==> config.mk <==
export PLATFORM = sky130hd
export DESIGN_NAME = micfg_regs
export DESIGN_NICKNAME = d
export VERILOG_FILES = /design/src/micfg_pkg.sv /design/src/micfg_regs.sv
export SDC_FILE = /design/constraint.sdc
export NUM_CORES = 1
export LEC_CHECK = 0
export ABC_AREA = 1
export BUFFER_PORTS_ARGS = -buffer_cell sky130_fd_sc_hd__buf_2
export CELL_PAD_IN_SITES_DETAIL_PLACEMENT = 0
export CELL_PAD_IN_SITES_GLOBAL_PLACEMENT = 1
export CORE_AREA = 2 2 249 251
export DETAILED_ROUTE_END_ITERATION = 8
export DIE_AREA = 0 0 251 253
export GPL_TIMING_DRIVEN = 1
export PLACE_DENSITY_LB_ADDON = 0.05
export SYNTH_ARGS = -nofsm -noshare
export SYNTH_HDL_FRONTEND = slang
export SYNTH_SLANG_ARGS = --single-unit
==> constraint.sdc <==
create_clock -name clk -period 4.4 [get_ports clk]
set_input_delay 0.22 -clock clk [delete_from_list [all_inputs] [get_ports clk]]
set_output_delay 0.22 -clock clk [all_outputs]
set_load 0.01 [all_outputs]
==> src/micfg_pkg.sv <==
// shared constants for the interpolation config and status register group
package micfg_pkg;
  // byte offsets on the register bus
  localparam logic [7:0] OFF_INTERP_MODE = 8'h00;
  localparam logic [7:0] OFF_DATA_LOW    = 8'h04;
  localparam logic [7:0] OFF_DATA_HIGH   = 8'h08;
  localparam logic [7:0] OFF_MAIN_STATUS = 8'h0C;
  localparam logic [7:0] OFF_AXIS_STAT1  = 8'h10;
  localparam logic [7:0] OFF_AXIS_STAT2  = 8'h14;
  localparam logic [7:0] OFF_COMMAND     = 8'h18;
  localparam logic [7:0] OFF_DLOW_BYTE0  = 8'h1C;
  localparam logic [7:0] OFF_DLOW_BYTE1  = 8'h20;
  localparam logic [7:0] OFF_DHIGH_BYTE0 = 8'h24;
  localparam logic [7:0] OFF_DHIGH_BYTE1 = 8'h28;

  localparam logic [15:0] INTERP_MODE_RESET = 16'h0000;

  // interpolation mode field positions
  localparam int MASTER_LSB  = 0;
  localparam int SECOND_LSB  = 2;
  localparam int THIRD_LSB   = 4;
  localparam int VSPEED_LSB  = 8;
  localparam int EXT_STEP_B  = 11;
  localparam int CMD_STEP_B  = 12;
  localparam int INTERP_IRQ_B = 14;
  localparam int BITPAT_IRQ_B = 15;
  localparam logic [15:0] INTERP_MODE_MASK = 16'hDB3F;

  localparam logic [1:0] VSPEED_OFF   = 2'b00;
  localparam logic [1:0] VSPEED_TWO   = 2'b01;
  localparam logic [1:0] VSPEED_BAD   = 2'b10;
  localparam logic [1:0] VSPEED_THREE = 2'b11;

  // command register: code in [7:0], axis mask in [11:8]
  localparam logic [7:0] CMD_FINISH_CLEAR = 8'h25;
  localparam logic [7:0] CMD_AXIS_SELECT  = 8'h1F;
  localparam int         CMD_MASK_LSB     = 8;

  // main status positions
  localparam int MS_ERR_LSB  = 4;
  localparam int MS_IDRV_B   = 8;
  localparam int MS_NEXT_NODE_READY_B  = 9;
  localparam int MS_ZONE_LSB = 10;
  localparam int MS_SC_LSB   = 13;

  // axis status one / two positions
  localparam int S1_ACCEL_DECREASING_FLAG_B    = 7;
  localparam int S1_CAUSE_LSB  = 8;
  localparam int S2_HOME_ERR_B = 7;
  localparam int S2_HSTATE_LSB = 8;
endpackage : micfg_pkg

==> src/micfg_regs.sv <==
// interpolation mode, command data staging and status registers over APB
//
// Behaviour
// - mode bits 1:0 pick the master axis, codes X=0 Y=1 Z=2 U=3
// - bits 3:2 and 5:4 pick second and third axes; third unused 2-axis
// - vector speed 00 off, 01 two-axis, 11 three-axis, 10 not allowed
// - one bit enables external step mode, another command step mode
// - separate interrupt enables for ordinary and bit-pattern interpolation
// - reset clears the whole interpolation mode register
// - operand halves staged in two 16-bit registers, any write order
// - in 8-bit bus mode each half is written as two bytes
// - operands are two's complement; software writes the needed length
// - drive flag is 1 while pulsing or home search, waits for in-position
// - axis error flag is OR of error bits and error-finish bits
// - flags for interpolation pulsing and ready for next node
// - three-bit octant of circular interpolation, binary 0 to 7
// - two-bit bit-pattern stack count, 3 full, 0 empty and finished
// - status one and two read the axis last selected by command
// - status bit shows acceleration magnitude decreasing in S-curve
// - finish-cause bits for four decel inputs, limits, alarm, emergency
// - finish causes and latched errors hold until drive or clear command; soft limit errors also clear when direction reverses
// - soft limit errors set only driving toward the limit past compare
// - error bits for hard limits, servo alarm and emergency low
// - home error if index active at step 3 start; five-bit home state
// - drive flag drops for one cycle after pulses end, then held until in-position if check enabled
`timescale 1ns/1ps
`default_nettype none
module micfg_regs #(
  parameter int AXES = 4,            // axes handled
  parameter int POS_W = 32           // position counter width
) (
  input  wire logic              clk,               // 20 MHz system clock
  input  wire logic              rst_n,             // sync reset, active low
  input  wire logic              psel,              // apb select
  input  wire logic              penable,           // apb access phase
  input  wire logic              pwrite,            // apb write
  input  wire logic [7:0]        paddr,             // apb byte address
  input  wire logic [31:0]       pwdata,            // apb write data
  output logic [31:0]            prdata,            // apb read data
  output logic                   pready,            // apb ready
  output logic                   pslverr,           // apb error
  input  wire logic [AXES-1:0]   in_position_in,    // pin, in-position
  input  wire logic [AXES-1:0]   servo_alarm_in,    // pin, servo alarm
  input  wire logic [AXES-1:0]   pos_limit_in,      // pin, + limit
  input  wire logic [AXES-1:0]   neg_limit_in,      // pin, - limit
  input  wire logic [AXES-1:0]   encoder_index_in,  // pin, index phase
  input  wire logic [4*AXES-1:0] decel_stop_inputs, // pin, decel stops
  input  wire logic              emergency_in_n,    // pin, emergency low
  input  wire logic              ext_step_pulse_in, // pin, step pulse
  input  wire logic              bus_8bit_in,       // pin, 8-bit bus mode
  input  wire logic [AXES-1:0]   inpos_check_en,    // axis mode, check on
  input  wire logic [AXES-1:0]   inpos_active_high, // axis mode, level
  input  wire logic [AXES-1:0]   alarm_check_en,    // axis mode, alarm on
  input  wire logic [AXES-1:0]   alarm_active_high, // axis mode, level
  input  wire logic [AXES-1:0]   limit_active_high, // axis mode, level
  input  wire logic [AXES-1:0]   soft_limit_en,     // axis mode, sw limit
  input  wire logic [AXES-1:0]   pulse_active,      // core, pulses out
  input  wire logic [AXES-1:0]   home_active,       // core, home search
  input  wire logic [AXES-1:0]   drive_dir_neg,     // core, direction
  input  wire logic [AXES-1:0]   drive_start,       // core, drive cmd
  input  wire logic [AXES-1:0]   drive_stop,        // core, drive ended
  input  wire logic [AXES-1:0]   home_step3_start,  // core, step 3 begins
  input  wire logic [5*AXES-1:0] home_search_state, // core, home state
  input  wire logic [AXES-1:0]   accel_decreasing,  // core, S-curve
  input  wire logic [AXES*POS_W-1:0] position,      // core, counters
  input  wire logic [AXES*POS_W-1:0] comp_pos,      // core, + compare
  input  wire logic [AXES*POS_W-1:0] comp_neg,      // core, - compare
  input  wire logic              interp_active,     // core, interp pulses
  input  wire logic              next_node_ready,   // core, next node ok
  input  wire logic [2:0]        circle_octant,     // core, octant
  input  wire logic [1:0]        stack_count,       // core, stack count
  output logic [1:0]             master_axis_sel,   // master axis code
  output logic [1:0]             second_axis_sel,   // second axis code
  output logic [1:0]             third_axis_sel,    // third axis code
  output logic [1:0]             vector_speed_mode, // vector speed mode
  output logic                   ext_step_mode_en,  // external step mode
  output logic                   cmd_step_mode_en,  // command step mode
  output logic                   interp_irq_en,     // interp irq enable
  output logic                   bitpat_irq_en,     // bit-pattern irq en
  output logic                   ext_step_advance,  // one step, pulse
  output logic [31:0]            cmd_operand,       // staged operand
  output logic [AXES-1:0]        limit_stop_req,    // stop on limit
  output logic [1:0]             selected_axis      // axis for status
);
  if (AXES != 4) $error("micfg_regs serves exactly four axes");
  if (POS_W < 2) $error("micfg_regs needs POS_W of at least 2");

  localparam int PIN_W = 9 * AXES + 3;

  logic [PIN_W-1:0] pin_meta_reg;
  logic [PIN_W-1:0] pin_sync_reg;
  logic [15:0]      interp_mode_reg;
  logic [15:0]      data_low_reg;
  logic [15:0]      data_high_reg;
  logic [1:0]       sel_axis_reg;
  logic             step_prev_reg;
  logic [AXES-1:0]  inpos_wait_reg;
  logic [AXES-1:0]  pulse_prev_reg;
  logic [7:0]       cause_reg [AXES];
  logic [7:0]       err_reg [AXES];
  logic [31:0]      prdata_reg;

  logic [AXES-1:0] s_inpos, s_alarm, s_plim, s_nlim, s_index;
  logic [4*AXES-1:0] s_decel;
  logic s_emg_n, s_step, s_bus8;

  // pins cross into clk here; only the second stage is read below
  always_ff @(posedge clk)
  begin
    pin_meta_reg <= {ext_step_pulse_in, bus_8bit_in, emergency_in_n,
                     decel_stop_inputs, encoder_index_in, neg_limit_in,
                     pos_limit_in, servo_alarm_in, in_position_in};
    pin_sync_reg <= pin_meta_reg;
  end
  assign {s_step, s_bus8, s_emg_n, s_decel, s_index, s_nlim, s_plim,
          s_alarm, s_inpos} = pin_sync_reg;

  logic       wr_en, rd_setup, bad_addr, bad_vspeed;
  logic [7:0] cmd_code;
  logic [AXES-1:0] cmd_mask, clear_hit;
  assign wr_en    = psel && penable && pwrite;
  assign rd_setup = psel && !penable && !pwrite;
  assign cmd_code = pwdata[7:0];
  assign cmd_mask = pwdata[micfg_pkg::CMD_MASK_LSB +: AXES];
  assign bad_vspeed = pwdata[micfg_pkg::VSPEED_LSB +: 2]
                      == micfg_pkg::VSPEED_BAD;

  always_comb
  begin
    unique case (paddr)
      micfg_pkg::OFF_INTERP_MODE, micfg_pkg::OFF_DATA_LOW,
      micfg_pkg::OFF_DATA_HIGH, micfg_pkg::OFF_MAIN_STATUS,
      micfg_pkg::OFF_AXIS_STAT1, micfg_pkg::OFF_AXIS_STAT2,
      micfg_pkg::OFF_COMMAND: bad_addr = 1'b0;
      micfg_pkg::OFF_DLOW_BYTE0, micfg_pkg::OFF_DLOW_BYTE1,
      micfg_pkg::OFF_DHIGH_BYTE0, micfg_pkg::OFF_DHIGH_BYTE1:
        bad_addr = !s_bus8;
      default: bad_addr = 1'b1;
    endcase
  end

  assign pready  = 1'b1;
  assign pslverr = psel && penable && (bad_addr ||
                   (pwrite && paddr == micfg_pkg::OFF_INTERP_MODE &&
                    bad_vspeed));
  assign prdata  = prdata_reg;

  // illegal vector speed code keeps the previous mode, rest still lands
  always_ff @(posedge clk)
  begin
    if (!rst_n)
      interp_mode_reg <= micfg_pkg::INTERP_MODE_RESET;
    else if (wr_en && paddr == micfg_pkg::OFF_INTERP_MODE)
    begin
      interp_mode_reg <= pwdata[15:0] & micfg_pkg::INTERP_MODE_MASK;
      if (bad_vspeed)
        interp_mode_reg[micfg_pkg::VSPEED_LSB +: 2] <=
          interp_mode_reg[micfg_pkg::VSPEED_LSB +: 2];
    end
  end

  assign master_axis_sel   = interp_mode_reg[micfg_pkg::MASTER_LSB +: 2];
  assign second_axis_sel   = interp_mode_reg[micfg_pkg::SECOND_LSB +: 2];
  assign third_axis_sel    = interp_mode_reg[micfg_pkg::THIRD_LSB +: 2];
  assign vector_speed_mode = interp_mode_reg[micfg_pkg::VSPEED_LSB +: 2];
  assign ext_step_mode_en  = interp_mode_reg[micfg_pkg::EXT_STEP_B];
  assign cmd_step_mode_en  = interp_mode_reg[micfg_pkg::CMD_STEP_B];
  assign interp_irq_en     = interp_mode_reg[micfg_pkg::INTERP_IRQ_B];
  assign bitpat_irq_en     = interp_mode_reg[micfg_pkg::BITPAT_IRQ_B];

  // data halves have no reset; order of writes does not matter
  always_ff @(posedge clk)
  begin
    if (wr_en)
    begin
      unique case (paddr)
        micfg_pkg::OFF_DATA_LOW:  data_low_reg  <= pwdata[15:0];
        micfg_pkg::OFF_DATA_HIGH: data_high_reg <= pwdata[15:0];
        micfg_pkg::OFF_DLOW_BYTE0:
          if (s_bus8) data_low_reg[7:0]   <= pwdata[7:0];
        micfg_pkg::OFF_DLOW_BYTE1:
          if (s_bus8) data_low_reg[15:8]  <= pwdata[7:0];
        micfg_pkg::OFF_DHIGH_BYTE0:
          if (s_bus8) data_high_reg[7:0]  <= pwdata[7:0];
        micfg_pkg::OFF_DHIGH_BYTE1:
          if (s_bus8) data_high_reg[15:8] <= pwdata[7:0];
        default: ;
      endcase
    end
  end
  assign cmd_operand = {data_high_reg, data_low_reg};

  logic cmd_wr;
  assign cmd_wr    = wr_en && paddr == micfg_pkg::OFF_COMMAND;
  assign clear_hit = (cmd_wr && cmd_code == micfg_pkg::CMD_FINISH_CLEAR)
                     ? cmd_mask : '0;

  // lowest axis in the mask wins when several are named
  always_ff @(posedge clk)
  begin
    if (!rst_n)
      sel_axis_reg <= 2'b00;
    else if (cmd_wr && cmd_code == micfg_pkg::CMD_AXIS_SELECT &&
             |cmd_mask)
    begin
      if (cmd_mask[0])      sel_axis_reg <= 2'd0;
      else if (cmd_mask[1]) sel_axis_reg <= 2'd1;
      else if (cmd_mask[2]) sel_axis_reg <= 2'd2;
      else                  sel_axis_reg <= 2'd3;
    end
  end
  assign selected_axis = sel_axis_reg;

  always_ff @(posedge clk)
  begin
    if (!rst_n)
      step_prev_reg <= 1'b1;
    else
      step_prev_reg <= s_step;
  end
  // step input is active low; a falling edge advances one step
  assign ext_step_advance = ext_step_mode_en & step_prev_reg & ~s_step;

  always_ff @(posedge clk)
  begin
    if (!rst_n)
      pulse_prev_reg <= '0;
    else
      pulse_prev_reg <= pulse_active;
  end

  logic [AXES-1:0] drive_flag, err_flag, inpos_ok;
  logic [AXES-1:0] soft_pos_hit, soft_neg_hit;
  logic [15:0]     stat1 [AXES];
  logic [15:0]     stat2 [AXES];

  for (genvar a = 0; a < AXES; a++)
  begin : g_axis
    logic signed [POS_W-1:0] pos, cpos, cneg;
    logic hlim_p, hlim_n, alarm, emergency_flag, restart;
    assign pos  = position[a*POS_W +: POS_W];
    assign cpos = comp_pos[a*POS_W +: POS_W];
    assign cneg = comp_neg[a*POS_W +: POS_W];
    assign inpos_ok[a] = s_inpos[a] == inpos_active_high[a];
    assign hlim_p = s_plim[a] == limit_active_high[a];
    assign hlim_n = s_nlim[a] == limit_active_high[a];
    assign alarm  = alarm_check_en[a] &&
                    (s_alarm[a] == alarm_active_high[a]);
    assign emergency_flag    = !s_emg_n;
    assign restart = drive_start[a] || clear_hit[a];
    assign soft_pos_hit[a] = soft_limit_en[a] && pulse_active[a] &&
                             !drive_dir_neg[a] && pos >= cpos;
    assign soft_neg_hit[a] = soft_limit_en[a] && pulse_active[a] &&
                             drive_dir_neg[a] && pos <= cneg;

    always_ff @(posedge clk)
    begin
      if (!rst_n)
        inpos_wait_reg[a] <= 1'b0;
      else if (pulse_prev_reg[a] && !pulse_active[a] &&
               inpos_check_en[a] && !inpos_ok[a])
        inpos_wait_reg[a] <= 1'b1;
      else if (inpos_ok[a] || !inpos_check_en[a] || pulse_active[a])
        inpos_wait_reg[a] <= 1'b0;
    end
    assign drive_flag[a] = pulse_active[a] || home_active[a] ||
                           inpos_wait_reg[a];

    // finish causes caught at the stop; a stop beats a clear in one cycle
    always_ff @(posedge clk)
    begin
      if (!rst_n)
        cause_reg[a] <= '0;
      else if (drive_stop[a])
        cause_reg[a] <= cause_reg[a] |
          {emergency_flag, alarm, hlim_n, hlim_p, ~s_decel[4*a +: 4]};
      else if (restart)
        cause_reg[a] <= '0;
    end

    // bits 0,1 soft limits, 2..5 latched pins, 7 home error
    always_ff @(posedge clk)
    begin
      if (!rst_n)
        err_reg[a] <= '0;
      else
      begin
        err_reg[a][0] <= soft_pos_hit[a] ||
          (err_reg[a][0] && !drive_dir_neg[a] && !restart);
        err_reg[a][1] <= soft_neg_hit[a] ||
          (err_reg[a][1] && (drive_dir_neg[a] || !pulse_active[a]) &&
           !restart);
        err_reg[a][5:2] <= {emergency_flag, alarm, hlim_n, hlim_p} |
          (restart ? 4'h0 : err_reg[a][5:2]);
        err_reg[a][6] <= 1'b0;
        err_reg[a][7] <= (home_step3_start[a] && !s_index[a]) ||
          (err_reg[a][7] && !restart);
      end
    end
    assign limit_stop_req[a] = pulse_active[a] &&
      (soft_pos_hit[a] || soft_neg_hit[a] ||
       (hlim_p && !drive_dir_neg[a]) || (hlim_n && drive_dir_neg[a]));

    assign err_flag[a] = |err_reg[a] | |cause_reg[a][7:4];
    assign stat1[a] = {cause_reg[a], accel_decreasing[a],
                       7'h00};
    assign stat2[a] = {3'b000, home_search_state[5*a +: 5],
                       err_reg[a]};
  end

  logic [15:0] main_word;
  assign main_word = {1'b0, stack_count,
                      circle_octant,
                      next_node_ready, interp_active,
                      err_flag, drive_flag};

  // read data is captured in the setup phase and held for access
  always_ff @(posedge clk)
  begin
    if (!rst_n)
      prdata_reg <= 32'h0000_0000;
    else if (rd_setup)
    begin
      unique case (paddr)
        micfg_pkg::OFF_MAIN_STATUS: prdata_reg <= {16'h0000, main_word};
        micfg_pkg::OFF_AXIS_STAT1:
          prdata_reg <= {16'h0000, stat1[sel_axis_reg]};
        micfg_pkg::OFF_AXIS_STAT2:
          prdata_reg <= {16'h0000, stat2[sel_axis_reg]};
        default: prdata_reg <= 32'h0000_0000;
      endcase
    end
  end
endmodule : micfg_regs
`default_nettype wire

==> results.py, run 1 <==
metrics = {
    "placed_design": {
        "place_ws_ns": 1.872,
        "io_buffer_count": 598,
        "gp_congestion": 0.8572,
        "place_inst": 3325,
        "dp_hpwl_mm": 48.23,
    },
    "cells_and_area": {
        "fin_util": 0.3322,
        "final_common_cell": "buf_2",
        "syn_to_final_growth_pct": 37.74,
        "mostFrequentLayoutCells": "buf_2, inv_1, nand2_1",
        "fin_cells": 3462,
        "fin_nets": 3444,
        "drive_gt1_frac": 0.2508,
    },
    "drt": {
        "drt_iter0_drc": 571,
        "vias_per_cell": 4.298,
        "vias": 14880,
        "post_drt_wl_per_cell_um": 16.21,
        "drt_first_pass_iters": 5,
        "ant_nets": 0,
        "wirelength_mm": 56.13,
        "drc": 0,
    },
    "logic_synthesis": {
        "synth_seq_cells": 209,
        "syn_area_um2": 14720,
        "ys_types": 45,
        "synth_edf_count": 64,
        "yosysTopAreaCell": "ha_1",
        "yosysWarnings": 0,
        "async_flop_share": 0,
        "synth_area_per_cell_um2": 7.517,
        "ys_seq_area_frac": 0.3278,
        "syn_inst": 1958,
        "yosysTopAreaCellShare": 0.2176,
        "synth.area.top_cells": "ha_1, dfxtp_1, edfxtp_1, inv_1, nand2_1",
        "ys.flop_type": "dfxtp_1",
    },
    "floorplan": {
        "die_x_um": 251,
        "die-area_um2": 63500,
        "rows": 91,
        "start_util": 0.2412,
        "ioPinCount": 632,
        "die_h_um": 253,
        "core_region_area_um2": 61030,
    },
    "clock_tree": {
        "postCtsHoldBufs": 78,
        "cts_max_path_buffers": 3,
        "clk_pin_slew_worst_paths_ns": 0.06,
        "numClockSinks": 209,
        "cts_buffers": 26,
        "root_buffer": "clkbuf_16",
        "cts_tree": "yes",
        "h-tree-depth": 1,
        "cts_setup_buffers": 0,
        "cts_resized": 0,
        "clock_latency_ns": 0.54,
    },
    "worst_setup_path": {
        "startpoint_type": "input pin",
        "ff2ff_path_depth": 8,
        "cp_max_fo": 2,
        "worstSetupPathType": "input pin to primary output",
        "cp-end-kind": "primary output",
        "cp.required_ns": 4.18,
        "crit_arrival_ns": 2.19,
        "r2r_start": "selected_axis[1]$_SDFFE_PN0P_",
        "regToRegSetupSlack_ns": 2.19,
        "r2r_end": "prdata[8]$_SDFFE_PN0P_",
    },
    "power_and_ir_drop": {
        "total_power_mw": 5.453,
        "vdd_ir_drop_max_uv": 241.6,
        "p_per_area_nw_per_um2": 269.0,
        "power.leakage_nw": 11.08,
    },
    "sta": {
        "slew_viol_final": 0,
        "worst_slew_pin_slew_ns": 1.009,
        "fin_crit_sh": 0.5480,
        "fmax_ghz": 0.4147,
        "worst_slack_ns": 1.989,
        "worst_clock_skew_ns": 0.02068,
        "grt_setup_unrepaired": "no",
        "setup_viol": 0,
        "max_slew_margin": 0.3239,
        "min_period_ns": 2.411,
        "setup-tns-final_ns": 0,
        "hold_violations": 0,
    },
    "flow_run": {
        "cap_viol_max_count": 0,
    },
    "min_path": {
        "min_path_cells": 4,
        "hold_path.class": "input pin to register",
        "min_to": "err_reg[1][3]$_SDFF_PN0_",
        "worstHoldStart": "drive_start[1]",
    },
    "global_route": {
        "grt_pass1_wl_mm": 85.21,
        "grt_max_degree": 55,
        "globalRoute.totalOverflow": 0,
        "antenna_found_initial": 22,
        "grt_usage": 0.1718,
        "grt_pass1_vias": 15357,
    },
    "outcome": {
        "run_status": "completed",
    },
}
[cell type report]
cell class | instances | area [um2]
antenna | 12 | 30.03
clock buffer | 37 | 721.9
clock inverter | 10 | 162.7
fill | 6706 | 40760
inverter | 418 | 1569
multi-input combinational | 1303 | 8148
sequential | 209 | 4826
tap | 790 | 988.4
timing repair buffer | 683 | 3826
[cell usage after synthesis (16+ instances only)]
| library cell | count |
|---|---|
| a21oi_1 | 201 |
| buf_4 | 18 |
| clkbuf_1 | 21 |
| dfxtp_1 | 145 |
| edfxtp_1 | 64 |
| ha_1 | 256 |
| inv_1 | 413 |
| nand2_1 | 375 |
| nand3_1 | 51 |
| nand4_1 | 27 |
| nor2_1 | 111 |
| nor3_1 | 21 |
| o21a_1 | 17 |
| o21ai_0 | 119 |
| o22ai_1 | 16 |
[metrics by stage]
stage                     cell area, um2  hold WS (ns)
after floorplan                    14770        0.2477
after global placement             18580        0.3103
after detailed placement           18580        0.3121
after CTS                          20240     0.0007869
after global routing               20270       0.02002
final                              20270       0.02211
[worst max path at each step]
stage               cells past startpoint  slack (ns)                    endpoint         start
global route                           16        1.68           limit_stop_req[0]  comp_pos[31]
detailed placement                      8        1.87  data_low_reg[14]$_DFFE_PP_      paddr[7]
floorplan                               8        2.47  data_low_reg[10]$_DFFE_PP_      paddr[7]
finish                                 16        1.99           limit_stop_req[1]  comp_pos[59]
global placement                       15        1.90           limit_stop_req[0]  position[31]
CTS                                    14        1.91           limit_stop_req[0]  position[31]
[cells by family after synthesis]
kind of cell	share of synthesized area
buffers and inverters	0.1224
and+or+nand+nor	0.1771
AOI/OAI and AO/OA	0.1474
DFF	0.3278
other	0.0005103
adders and majority gates	0.2176
xor gates and xnor gates	0.007141
[routing by layer]
layer  global-route usage  vias to the layer above  wire (um)
met2               0.3193                      352      28320
met3              0.03269                       73       2886
met4              0.03639                       20       1010
li1                     -                     7772          -
met5                    0                        -        125
met1               0.2041                     6663      23790
[power breakdown]
part	switching (mW)	leakage, nW	internal (mW)
sequential	0.0431	1.86	2.07
combinational	0.603	8.79	0.516
clock	0.845	0.428	1.37
[worst max-delay path, stage by stage]
cell	delay [ns]
buf_2	0.08
inv_1	0.05
ha_1	0.29
nand2_1	0.08
nor2_1	0.19
nand2_1	0.10
nor3b_1	0.34
nand2_1	0.13
nand2_1	0.07
nand2_1	0.05
nand3_1	0.11
nand2_1	0.09
nand3_1	0.10
nand2_1	0.08
inv_1	0.06
buf_2	0.14
Note: power is estimated with default switching activity, not from simulation.
==> run 2, diff against run 1 <==
- CORE_AREA: 2 2 249 251 -> 2 2 245 247
- DIE_AREA: 0 0 251 253 -> 0 0 247 249
- clock period: 4.4 -> 2.3 ns (I/O delays scaled with it)
==> results.py, run 2 (synthesized netlist as in run 1, its figures left out) <==
metrics = {
    "sta": {
        "worst_slack_ns": 0.1316,
        "worst_clock_skew_ns": 0.01373,
        "min_period_ns": 2.168,
        "grt_setup_unrepaired": "no",
        "worst_slew_pin_slew_ns": 0.5704,
        "fmax_ghz": 0.4612,
        "slew_viol_final": 0,
        "hold_violations": 0,
        "setup-tns-final_ns": 0,
        "fin_crit_sh": 0.9428,
        "max_slew_margin": 0.6197,
        "setup_viol": 0,
    },
    "global_route": {
        "grt_usage": 0.1751,
        "grt_max_degree": 26,
        "grt_pass1_vias": 15834,
        "grt_pass1_wl_mm": 84.85,
        "antenna_found_initial": 19,
        "globalRoute.totalOverflow": 0,
    },
    "power_and_ir_drop": {
        "vdd_ir_drop_max_uv": 437.9,
        "p_per_area_nw_per_um2": 495.4,
        "power.leakage_nw": 11.31,
    },
    "cells_and_area": {
        "fin_cells": 3498,
        "fin_nets": 3494,
        "final_common_cell": "buf_2",
        "nFillCells": 6381,
        "syn_to_final_growth_pct": 40.75,
        "multiInputGateArea_um2": 8183,
        "seqCellArea_um2": 4826,
        "fin_area_um2": 20720,
        "drive_gt1_frac": 0.2583,
        "mostFrequentLayoutCells": "buf_2, inv_1, nand2_1",
    },
    "clock_tree": {
        "h-tree-depth": 1,
        "cts_setup_buffers": 0,
        "numClockSinks": 209,
        "cts_buffers": 25,
        "cts_tree": "yes",
        "root_buffer": "clkbuf_16",
        "clock_latency_ns": 0.54,
        "clk_pin_slew_worst_paths_ns": 0.06,
        "cts_max_path_buffers": 3,
    },
    "worst_setup_path": {
        "worstSetupPathType": "input pin to primary output",
        "crit_arrival_ns": 2.05,
        "cp-end-kind": "primary output",
        "cp_max_fo": 4,
        "startpoint_type": "input pin",
        "cp.required_ns": 2.18,
    },
    "placed_design": {
        "place_ws_ns": 0.01412,
        "placed_area_um2": 18720,
        "gp_congestion": 0.8510,
        "place_inst": 3330,
        "io_buffer_count": 598,
        "dp_hpwl_mm": 48.14,
    },
    "floorplan": {
        "die-area_um2": 61500,
        "start_util": 0.2508,
        "rows": 89,
        "die_h_um": 249,
        "core_region_area_um2": 58690,
        "ioPinCount": 632,
        "die_x_um": 247,
    },
    "flow_run": {
        "cap_viol_max_count": 0,
    },
    "drt": {
        "drc": 0,
        "drt_iter0_drc": 479,
        "vias_per_cell": 4.296,
        "post_drt_wl_per_cell_um": 15.83,
        "wirelength_mm": 55.37,
        "ant_nets": 0,
        "vias": 15028,
        "drt_first_pass_iters": 7,
    },
    "min_path": {
        "hold_path.class": "input pin to register",
    },
    "outcome": {
        "run_status": "completed",
    },
}
run 2: cell types whose count changed in the layout (fill, tap and decap cells not counted), sizes merged:
cell | before | now
bufinv | 4 | 1
inv | 416 | 417
diode | 12 | 15
dlygate4sd3 | 78 | 107
clkbuf | 37 | 36
buf | 605 | 627
clkinv | 7 | 8
clkinvlp | 1 | 2
run 2: final timing paths:
check | from | endpoint | slack (ns) | depth (start not counted)
max | pulse_active[2] | limit_stop_req[2] | 0.13 | 10
min | limit_active_high[3] | err_reg[3][3]$_SDFF_PN0_ | 0.01 | 4
max reg2reg | selected_axis[0]$_SDFFE_PN0P_ | prdata[9]$_SDFFE_PN0P_ | 0.65 | 7
min reg2reg | pin_meta_reg[19]$_DFF_P_ | pin_sync_reg[19]$_DFF_P_ | 0.32 | 0
run 2: critical path: stages:
cell and delay, ns:
dlygate4sd3_1 0.56, buf_2 0.15, inv_1 0.09, nor3_2 0.14
dlygate4sd3_1 0.56, nand2_1 0.08, nand3_1 0.11, nand2_1 0.05
inv_1 0.06, buf_4 0.13
run 2: layout make-up:
| type | count | area share |
|---|---|---|
| clock inverter | 10 | 0.004228 |
| multi-input combinational | 1303 | 0.3950 |
| tap | 773 | 0.04669 |
| timing repair buffer | 734 | 0.2069 |
| antenna | 15 | 0.001812 |
| sequential | 209 | 0.2330 |
| inverter | 418 | 0.07574 |
| clock buffer | 36 | 0.03666 |
run 2: stage by stage:
step / util / hold slack, ns / total power, mW
finish: 0.3530 / 0.01418 / 10.26
global route: 0.3529 / 0.04582 / 10.94
CTS: 0.3517 / 0.01051 / 10.46
detailed placement: 0.3190 / 0.2187 / 6.190
global placement: 0.3190 / 0.2191 / 6.164
floorplan: - / 0.1427 / 5.237
run 2: power by group:
part | internal [mW] | switching, mW | leakage [nW] | total (mW)
clock network | 2.41 | 1.61 | 0.416 | 4.02
registers | 3.96 | 0.0831 | 1.86 | 4.05
logic | 1.03 | 1.16 | 9.03 | 2.20
run 2: layer usage:
metal  global-route usage  wire length (um)  vias to the layer above
li1                     -                 -                     7882
met1               0.2075             23600                     6734
met3              0.03329              3050                       61
met2               0.3240             27770                      343
met4              0.03494               893                        8
met5                    0                52                        -
run 2: timing repair:
action / CTS / global route
hold buffers: 107 / 0
endpoints found under the hold margin: 124 / 0
setup endpoints to repair: 0 / 5
resized for setup: 0 / 9
